==> config.mk <==
export PLATFORM = sky130hd
export DESIGN_NAME = sprc_ctrl
export DESIGN_NICKNAME = d
export VERILOG_FILES = /design/src/sprc_pkg.sv /design/src/sprc_ctrl.sv
export SDC_FILE = /design/constraint.sdc
export NUM_CORES = 1
export LEC_CHECK = 0
export ABC_AREA = 1
export ABC_CLOCK_PERIOD_IN_PS = 1750
export BUFFER_PORTS_ARGS = -buffer_cell sky130_fd_sc_hd__buf_4
export CELL_PAD_IN_SITES_DETAIL_PLACEMENT = 1
export CELL_PAD_IN_SITES_GLOBAL_PLACEMENT = 1
export CORE_MARGIN = 2
export CORE_UTILIZATION = 39
export DETAILED_ROUTE_END_ITERATION = 10
export PLACE_DENSITY_LB_ADDON = 0.1
export SYNTH_ARGS = -nofsm -noshare
export SYNTH_HDL_FRONTEND = slang
export SYNTH_SLANG_ARGS = --single-unit
==> constraint.sdc <==
create_clock -name clk_in -period 1.75 [get_ports clk_in]
set_input_delay 0.175 -clock clk_in [delete_from_list [all_inputs] [get_ports clk_in]]
set_output_delay 0.175 -clock clk_in [all_outputs]
set_load 0.01 [all_outputs]
==> src/sprc_pkg.sv <==
// Constants, field layouts and enumerations for the sleep, power reduction
// and reset control block.
// Assumes a 40 MHz system clock and an 8-bit register port.
`default_nettype none

package sprc_pkg;

	// Register addresses on the plain register port.
	localparam logic [7:0] SPRC_SLEEP_CTRL_ADDR = 8'h33; // Sleep mode control.
	localparam logic [7:0] SPRC_POWER_RED_ADDR  = 8'h64; // Power reduction.
	localparam logic [7:0] SPRC_CORE_CTRL_ADDR  = 8'h35; // Core control.

	// Reset values.
	localparam logic [3:0] SPRC_SLEEP_CTRL_RESET = 4'h0; // Sleep control bits 3:0.
	localparam logic [7:0] SPRC_POWER_RED_RESET  = 8'h00; // All clocks running.

	// Sleep mode control fields.
	localparam int SPRC_SE_BIT = 0; // Sleep gate bit position.
	localparam int SPRC_SM_LSB = 1; // Mode select low bit.
	localparam int SPRC_SM_MSB = 3; // Mode select high bit.

	// Core control fields.
	localparam int SPRC_OFF_BIT    = 6; // Brownout sleep off bit.
	localparam int SPRC_UNLOCK_BIT = 5; // Brownout sleep unlock bit.

	// Power reduction fields.
	localparam int         SPRC_TWI_BIT   = 7; // Two-wire clock stop.
	localparam int         SPRC_TIM2_BIT  = 6; // Timer2 clock stop.
	localparam int         SPRC_TIM0_BIT  = 5; // Timer0 clock stop.
	localparam int         SPRC_TIM1_BIT  = 3; // Timer1 clock stop.
	localparam int         SPRC_SPI_BIT   = 2; // Serial peripheral clock stop.
	localparam int         SPRC_UART_BIT  = 1; // Serial port clock stop.
	localparam int         SPRC_CONV_BIT  = 0; // Converter clock stop.
	localparam logic [7:0] SPRC_POWER_RED_MASK = 8'hef; // Bit 4 unimplemented.

	// Sleep mode codes.
	typedef enum logic [2:0] {
		SPRC_MODE_IDLE      = 3'h0,
		SPRC_MODE_NOISE_RED = 3'h1,
		SPRC_MODE_POWER_DN  = 3'h2,
		SPRC_MODE_POWER_SV  = 3'h3,
		SPRC_MODE_RSVD_A    = 3'h4,
		SPRC_MODE_RSVD_B    = 3'h5,
		SPRC_MODE_STANDBY   = 3'h6,
		SPRC_MODE_EXT_STBY  = 3'h7
	} sprc_mode_t;

	// Sleep state machine, one-hot.
	typedef enum logic [1:0] {
		SPRC_AWAKE  = 2'b01,
		SPRC_ASLEEP = 2'b10
	} sprc_sleep_t;

	// Reset sequencer, one-hot.
	typedef enum logic [2:0] {
		SPRC_RST_HOLD  = 3'b001,
		SPRC_RST_COUNT = 3'b010,
		SPRC_RST_RUN   = 3'b100
	} sprc_rst_t;

	// Timing.
	localparam int         SPRC_CLK_MHZ       = 40;   // System clock rate.
	localparam int         SPRC_CLK_PERIOD_NS = 25;   // System clock period.
	localparam logic [2:0] SPRC_UNLOCK_CYCLES = 3'h4; // Unlock window length.
	localparam logic [1:0] SPRC_OFF_LAST_AGE  = 2'h2; // Off bit clears after this age.
	localparam logic [1:0] SPRC_OFF_ACTIVE_AGE = 2'h2; // Off bit effective at this age.
	localparam int         SPRC_EXT_MIN_NS    = 2500; // Least low time on the pin.
	localparam logic [6:0] SPRC_EXT_MIN_CYCLES =
		7'((SPRC_EXT_MIN_NS + SPRC_CLK_PERIOD_NS - 1) / SPRC_CLK_PERIOD_NS);
	localparam logic [21:0] SPRC_TOUT_SHORT_CYCLES = 22'h6; // Short time-out.
	localparam int         SPRC_TOUT_MID_US   = 4100;  // Middle time-out.
	localparam int         SPRC_TOUT_LONG_US  = 65000; // Long time-out.

endpackage : sprc_pkg

`default_nettype wire

==> src/sprc_ctrl.sv <==
// Sleep mode control, brownout sleep unlock, peripheral clock stops and
// reset sequencing with a time-out delay counter.
// Assumes the core gives one-cycle sleep and wake pulses on clk_in, fuses are
// static, and the reset pin and supply monitors are asynchronous levels.
`timescale 1ns/100ps
`default_nettype none

// Function
// - Sleep control bits 7:4 read zero.
// - Three mode bits select six sleep modes.
// - Standby codes need crystal; oscillator keeps running.
// - Sleep only when sleep gate bit set.
// - Off bit set only by timed unlock.
// - Effective off bit disables detector during sleep in modes other than idle and noise reduction.
// - Off bit effective two cycles after set.
// - Off bit clears itself after three cycles.
// - Clock stop bits stop module clocks.
// - Stopped module frozen, its registers blocked.
// - Timer2 stop only when synchronous.
// - Timer0 and timer1 stop bits halt timers.
// - Power reduction bit 4 reads zero.
// - Converter stop blocks comparator multiplexer use.
// - Reset loads initial values, then vector.
// - Port reset immediate, needs no clock.
// - Delay counter stretches reset after release.
// - Four sources combine into internal reset.
// - Supply detector reasserts reset without delay.
// - Reset pin works clockless; time-out follows only once the pin is seen low for SPRC_EXT_MIN_CYCLES clocks.
// - Disable fuse ignores reset pin.
module sprc_ctrl
	import sprc_pkg::*;
#(
	parameter int unsigned TOUT_MID_CYCLES  = SPRC_TOUT_MID_US * SPRC_CLK_MHZ,
	parameter int unsigned TOUT_LONG_CYCLES = SPRC_TOUT_LONG_US * SPRC_CLK_MHZ
) (
	input  wire logic        clk_in,                      // System clock.
	input  wire logic        srst_in,                     // Synchronous reset.
	input  wire logic [7:0]  addr_in,                     // Register address.
	input  wire logic [7:0]  wdata_in,                    // Write data.
	input  wire logic        wr_in,                       // Write strobe.
	input  wire logic        rd_in,                       // Read strobe.
	output logic      [7:0]  rdata_out,                   // Read data.
	input  wire logic        sleep_instr_in,              // Sleep instruction pulse.
	input  wire logic        wake_in,                     // Wake-up pulse.
	input  wire logic        timer2_async_select_in,      // Timer2 asynchronous.
	input  wire logic [3:0]  clock_select_fuse_in,        // Clock select fuses.
	input  wire logic [1:0]  startup_time_fuse_in,        // Start-up time fuses.
	input  wire logic        reset_pin_disable_fuse_in,   // Reset pin disabled.
	input  wire logic        bod_enable_fuse_in,          // Detector enabled.
	input  wire logic        por_low_in,                  // Supply below power-on level.
	input  wire logic        ext_reset_n_in,              // External reset pin.
	input  wire logic        wdt_reset_in,                // Watchdog reset pulse.
	input  wire logic        bod_low_in,                  // Supply below brownout level.
	output logic             sleep_active_out,            // Core is asleep.
	output logic      [2:0]  sleep_mode_out,              // Mode in force.
	output logic             bod_sleep_off_out,           // Detector turned off.
	output logic             osc_keep_out,                // Oscillator kept running.
	output logic      [7:0]  periph_clk_enable_out,       // Per-module clock enable.
	output logic      [7:0]  periph_io_block_out,         // Per-module register block.
	output logic             comparator_mux_allow_out,    // Comparator may use mux.
	output logic             port_reset_out,              // Immediate port reset.
	output logic             core_reset_out,              // Stretched internal reset.
	output logic             vector_load_out              // Start at reset vector.
);

	// All state of the block.
	typedef struct packed {
		logic [3:0]  sleep_ctrl;   // Mode select and sleep gate bit.
		logic [7:0]  power_red;    // Clock stop bits.
		logic        off_bit;      // Brownout sleep off bit.
		logic        unlock_bit;   // Brownout sleep unlock bit.
		logic [2:0]  unlock_cnt;   // Cycles left in the unlock window.
		logic [1:0]  off_age;      // Cycles since the off bit was set.
		sprc_sleep_t sleep_st;     // Sleep state.
		logic [2:0]  sleep_mode;   // Mode entered.
		logic        bod_off;      // Detector off for this sleep.
		logic        osc_keep;     // Oscillator kept for this sleep.
		sprc_rst_t   rst_st;       // Reset sequencer state.
		logic [21:0] tout_cnt;     // Time-out down counter.
		logic        vector_load;  // One-cycle start pulse.
		logic [7:0]  rdata;        // Registered read data.
		logic [1:0]  por_sync;     // Power-on level synchroniser.
		logic [1:0]  bod_sync;     // Brownout level synchroniser.
		logic [1:0]  ext_sync;     // Reset pin synchroniser.
		logic [6:0]  ext_low_cnt;  // Low time on the reset pin.
		logic        ext_trip;     // Pin has been low long enough.
	} sprc_state_t;

	// Value of the state after reset.
	localparam sprc_state_t SPRC_INIT = '{
		sleep_ctrl:  SPRC_SLEEP_CTRL_RESET,
		power_red:   SPRC_POWER_RED_RESET,
		off_bit:     1'b0,
		unlock_bit:  1'b0,
		unlock_cnt:  3'h0,
		off_age:     2'h0,
		sleep_st:    SPRC_AWAKE,
		sleep_mode:  3'h0,
		bod_off:     1'b0,
		osc_keep:    1'b0,
		rst_st:      SPRC_RST_HOLD,
		tout_cnt:    22'h0,
		vector_load: 1'b0,
		rdata:       8'h00,
		por_sync:    2'h0,
		bod_sync:    2'h0,
		ext_sync:    2'h3,
		ext_low_cnt: 7'h0,
		ext_trip:    1'b0
	};

	sprc_state_t s;            // Registered state.
	sprc_state_t next_s;       // Next state.
	logic [7:0]  stop_eff;     // Clock stop bits in force.
	logic        src_raw;      // Any source, straight from the inputs.
	logic        src_sync;     // Any source, seen on the clock.
	logic        off_active;   // Off bit effective this cycle.
	logic        crystal;      // Crystal or resonator clock option.
	logic [21:0] tout_sel;     // Time-out length less one.
	logic        mode_rsvd;    // Mode select holds a reserved code.
	logic [2:0]  mode_eff;     // Mode to enter.
	logic        mode_deep;    // Mode where the detector may be turned off.

	// Clock stop bits; timer2 honours its bit only in synchronous mode.
	for (genvar i = 0; i < 8; i++) begin : g_stop
		if (i == SPRC_TIM2_BIT) begin : g_tim2
			assign stop_eff[i] = s.power_red[i] & ~timer2_async_select_in;
		end else begin : g_plain
			assign stop_eff[i] = s.power_red[i];
		end
	end

	// Immediate source combination; needs no clock, so ports reset at once.
	always_comb begin
		src_raw = por_low_in
			| (~ext_reset_n_in & ~reset_pin_disable_fuse_in)
			| wdt_reset_in
			| (bod_low_in & bod_enable_fuse_in & ~s.bod_off);
	end

	// Source combination on the clock; the pin must stay low long enough.
	always_comb begin
		src_sync = s.por_sync[1]
			| s.ext_trip
			| wdt_reset_in
			| (s.bod_sync[1] & bod_enable_fuse_in & ~s.bod_off);
	end

	// Decode of fuses and mode select.
	always_comb begin
		crystal   = clock_select_fuse_in[3];
		off_active = s.off_bit & (s.off_age == SPRC_OFF_ACTIVE_AGE);
		// Time-out length from start-up and clock select fuses.
		if (clock_select_fuse_in == 4'h0) begin
			tout_sel = SPRC_TOUT_SHORT_CYCLES - 22'h1;
		end else begin
			unique case (startup_time_fuse_in)
				2'h0: tout_sel = SPRC_TOUT_SHORT_CYCLES - 22'h1;
				2'h1: tout_sel = 22'(TOUT_MID_CYCLES - 1);
				default: tout_sel = 22'(TOUT_LONG_CYCLES - 1);
			endcase
		end
		mode_rsvd = (s.sleep_ctrl[SPRC_SM_MSB:SPRC_SM_LSB] == SPRC_MODE_RSVD_A)
			| (s.sleep_ctrl[SPRC_SM_MSB:SPRC_SM_LSB] == SPRC_MODE_RSVD_B);
		// Standby codes fall back to their base modes without a crystal.
		unique case (s.sleep_ctrl[SPRC_SM_MSB:SPRC_SM_LSB])
			SPRC_MODE_STANDBY: begin
				mode_eff = crystal ? SPRC_MODE_STANDBY : SPRC_MODE_POWER_DN;
			end
			SPRC_MODE_EXT_STBY: begin
				mode_eff = crystal ? SPRC_MODE_EXT_STBY : SPRC_MODE_POWER_SV;
			end
			default: begin
				mode_eff = s.sleep_ctrl[SPRC_SM_MSB:SPRC_SM_LSB];
			end
		endcase
		mode_deep = (mode_eff != SPRC_MODE_IDLE) & (mode_eff != SPRC_MODE_NOISE_RED);
	end

	// Next-state logic for the whole block.
	always_comb begin
		next_s = s;
		next_s.vector_load = 1'b0;
		next_s.rdata = 8'h00;

		// Level synchronisers; only the second stage is read.
		next_s.por_sync = {s.por_sync[0], por_low_in};
		next_s.bod_sync = {s.bod_sync[0], bod_low_in};
		next_s.ext_sync = {s.ext_sync[0], ext_reset_n_in};

		// Pin low-time filter; short pulses are not counted as reset.
		if (~s.ext_sync[1] & ~reset_pin_disable_fuse_in) begin
			if (s.ext_low_cnt == SPRC_EXT_MIN_CYCLES - 7'h1) begin
				next_s.ext_trip = 1'b1;
			end else begin
				next_s.ext_low_cnt = s.ext_low_cnt + 7'h1;
			end
		end else begin
			next_s.ext_low_cnt = 7'h0;
			next_s.ext_trip = 1'b0;
		end

		// Unlock window counts down and closes by itself.
		if (s.unlock_bit) begin
			if (s.unlock_cnt == 3'h1) begin
				next_s.unlock_bit = 1'b0;
			end else begin
				next_s.unlock_cnt = s.unlock_cnt - 3'h1;
			end
		end

		// Off bit ages and clears itself.
		if (s.off_bit) begin
			if (s.off_age == SPRC_OFF_LAST_AGE) begin
				next_s.off_bit = 1'b0;
			end else begin
				next_s.off_age = s.off_age + 2'h1;
			end
		end

		// Register writes.
		if (wr_in) begin
			unique case (addr_in)
				SPRC_SLEEP_CTRL_ADDR: begin
					next_s.sleep_ctrl = wdata_in[3:0];
				end
				SPRC_POWER_RED_ADDR: begin
					next_s.power_red = wdata_in & SPRC_POWER_RED_MASK;
				end
				SPRC_CORE_CTRL_ADDR: begin
					if (wdata_in[SPRC_OFF_BIT] & wdata_in[SPRC_UNLOCK_BIT]) begin
						next_s.unlock_bit = 1'b1;
						next_s.unlock_cnt = SPRC_UNLOCK_CYCLES;
					end else if (wdata_in[SPRC_OFF_BIT] & s.unlock_bit) begin
						next_s.off_bit = 1'b1;
						next_s.off_age = 2'h0;
						next_s.unlock_bit = 1'b0;
					end else if (~wdata_in[SPRC_OFF_BIT]) begin
						next_s.off_bit = 1'b0;
					end
				end
				default: begin
				end
			endcase
		end

		// Register reads; data stands in the next cycle only.
		if (rd_in) begin
			unique case (addr_in)
				SPRC_SLEEP_CTRL_ADDR: next_s.rdata = {4'h0, s.sleep_ctrl};
				SPRC_POWER_RED_ADDR:  next_s.rdata = s.power_red;
				SPRC_CORE_CTRL_ADDR: begin
					next_s.rdata = {1'b0, s.off_bit, s.unlock_bit, 5'h00};
				end
				default: next_s.rdata = 8'h00;
			endcase
		end

		// Sleep entry and wake-up.
		unique case (s.sleep_st)
			SPRC_AWAKE: begin
				// Gate bit and a legal mode are both needed.
				if (sleep_instr_in & s.sleep_ctrl[SPRC_SE_BIT] & ~mode_rsvd) begin
					next_s.sleep_st = SPRC_ASLEEP;
					next_s.sleep_mode = mode_eff;
					next_s.bod_off = off_active & mode_deep;
					next_s.osc_keep = crystal & mode_eff[2];
				end
			end
			SPRC_ASLEEP: begin
				if (wake_in) begin
					next_s.sleep_st = SPRC_AWAKE;
					next_s.bod_off = 1'b0;
					next_s.osc_keep = 1'b0;
				end
			end
			default: begin
				next_s.sleep_st = SPRC_AWAKE;
			end
		endcase

		// Reset sequencer.
		unique case (s.rst_st)
			SPRC_RST_HOLD: begin
				if (~src_sync) begin
					next_s.rst_st = SPRC_RST_COUNT;
					next_s.tout_cnt = tout_sel;
				end
			end
			SPRC_RST_COUNT: begin
				if (src_sync) begin
					next_s.rst_st = SPRC_RST_HOLD;
				end else if (s.tout_cnt == 22'h0) begin
					next_s.rst_st = SPRC_RST_RUN;
					next_s.vector_load = 1'b1;
				end else begin
					next_s.tout_cnt = s.tout_cnt - 22'h1;
				end
			end
			SPRC_RST_RUN: begin
				if (src_sync) begin
					next_s.rst_st = SPRC_RST_HOLD;
				end
			end
			default: begin
				next_s.rst_st = SPRC_RST_HOLD;
			end
		endcase

		// Registers take their initial values while reset is held.
		if (s.rst_st != SPRC_RST_RUN) begin
			next_s.sleep_ctrl = SPRC_SLEEP_CTRL_RESET;
			next_s.power_red = SPRC_POWER_RED_RESET;
			next_s.off_bit = 1'b0;
			next_s.unlock_bit = 1'b0;
			next_s.sleep_st = SPRC_AWAKE;
			next_s.bod_off = 1'b0;
			next_s.osc_keep = 1'b0;
		end

		if (srst_in) begin
			next_s = SPRC_INIT;
		end
	end

	// State register.
	always_ff @(posedge clk_in) begin
		s <= next_s;
	end

	// Outputs.
	always_comb begin
		rdata_out = s.rdata;
		sleep_active_out = (s.sleep_st == SPRC_ASLEEP);
		sleep_mode_out = s.sleep_mode;
		bod_sleep_off_out = s.bod_off;
		osc_keep_out = s.osc_keep;
		periph_clk_enable_out = ~stop_eff;
		periph_io_block_out = stop_eff;
		comparator_mux_allow_out = ~stop_eff[SPRC_CONV_BIT];
		port_reset_out = src_raw;
		core_reset_out = src_raw | (s.rst_st != SPRC_RST_RUN);
		vector_load_out = s.vector_load;
	end

endmodule : sprc_ctrl

`default_nettype wire

==> out/results.txt, run 1 <==
Status: finished, final reports clean
Clock tree buffer depth: 2
Die width: 103 um
Initial antenna violation count: 0
Critical-path maximum fanout: 22
Num rows: 36
GP Congestion: 0.768
CTS sink cnt: 72
Routed Antenna Nets: 0
Detailed Route WL: 10,400 um
Htree depth: 3
Min Clock Period, post-route: 1.62 ns
Multi-input logic area: 1860 um2
Final setup fails: 0
Clock buffer count from CTS: 9
Yosys synthesis warning count: 0
Remaining DRCs: 0
VDD IR max: 0.000447 V
# port buffers: 64
Io pins: 69
Proportion of layout cells with a drive suffix above 1: 18.3%
Fin crit share: 92.5%
Finished Core Util: 47.2%
Pleak: 2.04 nW
Die height: 103 um
Most common cell after layout, fill and taps aside: nand2_1
Worst-Skew Late Latency: 0.36 ns
Final nets: 655
RSZ-0062 raised after global routing: false
FILL cells: 1,297
Initial Utilization: 39.5%
Cell variety after synth: 37
N_diodes: 0
First-pass GRT wire length: 17,200 um
Post-CTS setup buffers: 0
Mean area per synthesized cell: 6.82 um2
Total track usage: 21.0%
Routed length per placed instance: 13.8 um
Crit-path slowest cell: dfxtp_1
Pin count of the biggest net entering global routing: 23
Yosys reg bits: 72
Commonest non-fill, non-tap cells in the layout: nand2_1, nor2_1, inv_1, buf_4, dfxtp_1
Top-area cell type share of the netlist area: 37.9%
GRT Residual Overflow: 0
Area leader, netlist: dfxtp_1
Tot Pwr: 4.46 mW
Via density: 4.81
Fin worst setup slack: 0.132 ns
WS Path Type: reg2reg
Clk_skew: 0.00463 ns
Die footprint: 10,600 um2
DP Worst Slack: 0.0714 ns
Root Buffer: clkbuf_8
Worst hold path depth: 3
FF/Latch Area: 1440 um2
Via count: 3,613
Crit start category: flop
Pre-antenna DRT Iters: 4
Detailed placer's ending HPWL: 7980 um
Max-slew violations: 0
Highest Clock Rate: 618 MHz
P&R area growth vs syn: 19.5%
Synth area leaders: dfxtp_1, nand2_1, nor2_1, inv_1, nand3_1
Clock-pin transition on the worst setup and hold timing paths: 0.07 ns
Crit path capture type: flop
CTS tree: yes
CP required: 2.04 ns
PwrDens: 981 nW/um2
Sequential fraction of the synthesis area: 37.9%
Setup TNS: 0 ns
Worst Path Arrival: 1.91 ns
Worst path cell trace: inv_1 -> ha_2 -> nand2_4 -> nor2_8 -> nand3_4 -> nand2_8 -> nand2_8 -> inv_4 -> nor2_1 -> nor2_1
Max-cap viol count: 0
Hold Path Class: in2reg
Reg2Reg Depth: 10
Post-synthesis cell area: 3810 um2
Worst stage delay on the critical path: 0.32 ns
Endpoints failing hold: 0
Cells after Synth: 558
Iteration-0 DRC count of the detailed router: 84
Number of global-route vias before repair: 3,644
Core area: 9640 um2
==> worst paths after layout <==
| check | startpoint | to | slack (ns) |
|---|---|---|---|
| worst min register to register | s[8]$_SDFF_PP1_ | s[9]$_SDFF_PP1_ | 0.41 |
| worst max-delay path | s[23]$_SDFFE_PP0P_ | s[30]$_SDFFE_PP0P_ | 0.13 |
| worst max register to register | s[23]$_SDFFE_PP0P_ | s[30]$_SDFFE_PP0P_ | 0.13 |
| worst min-delay path | por_low_in | s[12]$_SDFF_PP0_ | 0.04 |
==> cell families (layout without fill, tap and decap cells) <==
| group | count (synthesis) | count (layout) | share of synthesized area [%] |
|---|---|---|---|
| other | 2 | 3 | 0.197 |
| xor gates and xnor gates | 8 | 8 | 1.84 |
| and+or+nand+nor | 278 | 278 | 33.3 |
| adders and majority gates | 6 | 6 | 1.97 |
| buffers and inverters | 110 | 169 | 13.7 |
| DFF | 72 | 72 | 37.9 |
| AOI/OAI and AO/OA | 82 | 82 | 11.2 |
==> power breakdown <==
| part | switching (mW) | leakage (nW) | internal [mW] |
|---|---|---|---|
| clock | 0.626 | 0.112 | 0.871 |
| sequential | 0.0954 | 0.585 | 1.73 |
| combinational | 0.742 | 1.35 | 0.401 |
==> registers in the layout, summed over array words and instances (netlist names) <==
signal               flops
bod_sleep_off_out        1
osc_keep_out             1
periph_io_block_out      6
rdata_out                7
s                       53
sleep_mode_out           3
vector_load_out          1
==> cells in the mapped netlist (all sizes together) <==
cell    number
nand4        4
o21ai       33
clkbuf       6
xnor2        4
nor4         1
nand2      110
a21oi       43
inv         79
nor2        90
a21boi       1
nor3        13
o21bai       1
conb         2
o21a         1
nand3       54
or2          6
buf         25
xor2         4
o31ai        1
ha           6
dfxtp       72
o211ai       2
==> per-layer routing <==
layer  global-route usage, %  wire [um]  up-vias
li1                        -          -     1856
met3                    3.53        267       11
met4                    8.00        138        0
met1                    27.2       4950     1699
met2                    35.2       5050       47
met5                       0          0        -
==> metrics by stage <==
stage	instances	hold slack, ns	cell area [um2]
floorplan	559	0.282	3810
global placement	735	0.377	4310
detailed placement	735	0.377	4310
CTS	751	0.0215	4540
global route	751	0.0448	4550
finish	751	0.0357	4550
==> critical path: cells and delay by family (launching register included) <==
kind                       cells  cell delay, ns
adders and majority gates      1            0.24
and+or+nand+nor                7            0.69
DFF                            1            0.32
buffers and inverters          2            0.29
==> area by class of cell <==
| class | count | share of cell area (%) |
|---|---|---|
| clock buffers | 12 | 3.41 |
| flip-flops and latches | 72 | 31.7 |
| inverters | 79 | 6.57 |
| multi-input cells | 377 | 40.8 |
| well taps | 133 | 3.66 |
| clock inverters | 3 | 1.43 |
| repair buffers | 75 | 12.4 |
==> what timing repair did <==
action / 4_1_cts / 5_1_grt
hold buffers: 1 / 0
setup endpoints to repair: 0 / 15
hold endpoints to repair: 1 / 0
resized for setup: 0 / 4
Power figures use the tool's default switching activity.
==> run 2: changes to the inputs <==
--- a/config.mk
+++ b/config.mk
@@ -14,6 +14,7 @@
 export CORE_UTILIZATION = 39
 export DETAILED_ROUTE_END_ITERATION = 10
 export PLACE_DENSITY_LB_ADDON = 0.1
+export REMOVE_ABC_BUFFERS = 1
 export SYNTH_ARGS = -nofsm -noshare
 export SYNTH_HDL_FRONTEND = slang
 export SYNTH_SLANG_ARGS = --single-unit
==> run 2 against run 1 <==
Against the previous run:
- core utilization unchanged
- non-clock buffer count unchanged
- total power shrank 1.6%
- largest cell class unchanged
- maximum frequency about the same
- worst setup slack got worse by 0.0013 ns
- hold slack worse by 0.0016 ns
- sequential share of layout area unchanged
- sequential cell count stayed put
- combinational power about the same
- cell count rose by 0.13%
- critical path depth down 2
- register-to-register slack hardly changed
==> out/results.txt, run 2 (synthesis gave the netlist of run 1 again) <==
Finished Core Util: 47.2%
GP Congestion: 0.809
Worst path cell trace: inv_1 -> nand3_1 -> nand2_1 -> inv_1 -> o21ai_0 -> o21ai_0 -> nor2_1 -> nor2_1
Crit-path slowest cell: dfxtp_1
P_int: 2.89 mW
Multi-input logic area: 1860 um2
Worst Path Arrival: 1.86 ns
Die height: 103 um
Initial antenna violation count: 0
N_diodes: 0
First-pass GRT wire length: 17,200 um
Switching power: 1.50 mW
Worst-Skew Late Latency: 0.35 ns
WL met2: 4670 um
Endpoints failing hold: 0
Initial Utilization: 39.5%
CTS sink cnt: 72
Fin worst setup slack: 0.130 ns
Pin slew with the least headroom to its limit: 0.831 ns
Max-cap viol count: 0
Status: finished, final reports clean
Pleak: 2.04 nW
Net Sw Frac: 34.2%
Fin crit share: 92.6%
Io pins: 69
Routed length per placed instance: 13.3 um
Pin count of the biggest net entering global routing: 23
Routed Antenna Nets: 0
Most common cell after layout, fill and taps aside: nand2_1
Crit start category: flop
CTS tree: yes
Routed met3 length: 296 um
Detailed placer's ending HPWL: 7810 um
Via density: 4.82
Die footprint: 10,600 um2
Clk_skew: 0.0115 ns
Final nets: 655
FF/Latch Area: 1440 um2
DP Worst Slack: 0.0855 ns
Number of global-route vias before repair: 3,709
Fin cells: 752
Core area: 9640 um2
Worst stage delay on the critical path: 0.33 ns
Max-slew violations: 0
Commonest non-fill, non-tap cells in the layout: nand2_1, nor2_1, inv_1, buf_4, dfxtp_1
Clock share of power: 32.3%
Die width: 103 um
Hold_buf cts: 0
FILL cells: 1,297
Final setup fails: 0
Max reg flops: 53
Critical-path maximum fanout: 5
Clock buffer count from CTS: 9
VDD IR max: 0.000392 V
Htree depth: 3
Setup TNS: 0 ns
Detailed Route WL: 10000 um
Clock-pin transition on the worst setup and hold timing paths: 0.08 ns
PwrDens: 966 nW/um2
Proportion of layout cells with a drive suffix above 1: 18.7%
P&R area growth vs syn: 19.5%
Crit path capture type: flop
Min Clock Period, post-route: 1.62 ns
Via count: 3,622
Max-slew headroom: 44.0%
Total track usage: 20.5%
Clock tree buffer depth: 2
# port buffers: 64
Pre-antenna DRT Iters: 4
Gate power share: 26.1%
WS Path Type: reg2reg
Remaining DRCs: 0
Num rows: 36
Hold Path Class: in2reg
Reg power frac: 41.6%
CP required: 1.99 ns
Cells after DPL: 736
Iteration-0 DRC count of the detailed router: 64
Biggest register: s
Highest Clock Rate: 617 MHz
RSZ-0062 raised after global routing: false
Root Buffer: clkbuf_8
GRT Residual Overflow: 0
DR top layer: met4
Met1 Wirelength: 4930 um
run 2: layout make-up:
type | count | area share, %
multi-input cells | 377 | 41.0
flip-flops and latches | 72 | 31.7
repair buffers | 75 | 12.4
inverters | 79 | 6.63
well taps | 133 | 3.66
clock buffers | 11 | 3.33
clock inverters | 5 | 1.38
run 2: critical path: cells and delay by family (launching register included):
kind | cells | cell delay [ns]
AND/OR/NAND/NOR | 4 | 0.55
buffers and inverters | 2 | 0.14
AO/OA/AOI/OAI | 2 | 0.51
flip-flops | 1 | 0.33
run 2: final timing paths:
check | startpoint | end | slack [ns] | cells after the start
min | ext_reset_n_in | s[8]$_SDFF_PP1_ | 0.03 | 2
max | s[47]$_SDFFE_PP0P_ | s[26]$_SDFFE_PP0P_ | 0.13 | 8
min reg2reg | s[10]$_SDFF_PP0_ | s[11]$_SDFF_PP0_ | 0.41 | 2
max reg2reg | s[47]$_SDFFE_PP0P_ | s[26]$_SDFFE_PP0P_ | 0.13 | 8
run 2: layer usage:
layer,vias to the layer above,GRT usage [%]
met5,-,0
met4,0,5.77
met3,8,4.81
met2,46,33.6
met1,1719,27.1
li1,1849,-
run 2: power groups by stage:
stage          Clock, mW  Combinational, mW  Sequential [mW]
2_1_floorplan          0              0.797             1.84
3_5_place_dp           0               1.12             1.86
4_1_cts             1.45               1.13             1.83
5_1_grt             1.52               1.31             1.84
3_3_place_gp           0               1.09             1.86
6_report            1.42               1.15             1.83
run 2: per-stage QoR:
step	area [um2]	power [mW]	hold WS [ns]
3_3_place_gp	4320	2.95	0.380
6_report	4550	4.39	0.0341
3_5_place_dp	4320	2.99	0.388
2_1_floorplan	3590	2.63	0.244
5_1_grt	4550	4.68	0.0228
4_1_cts	4530	4.41	0.0223
run 2: what timing repair did:
item                                    4_1_cts  5_1_grt
resized for setup                             0        5
setup buffers                                 0        0
endpoints found under the hold margin         0        0
endpoints found under the setup margin        0       15
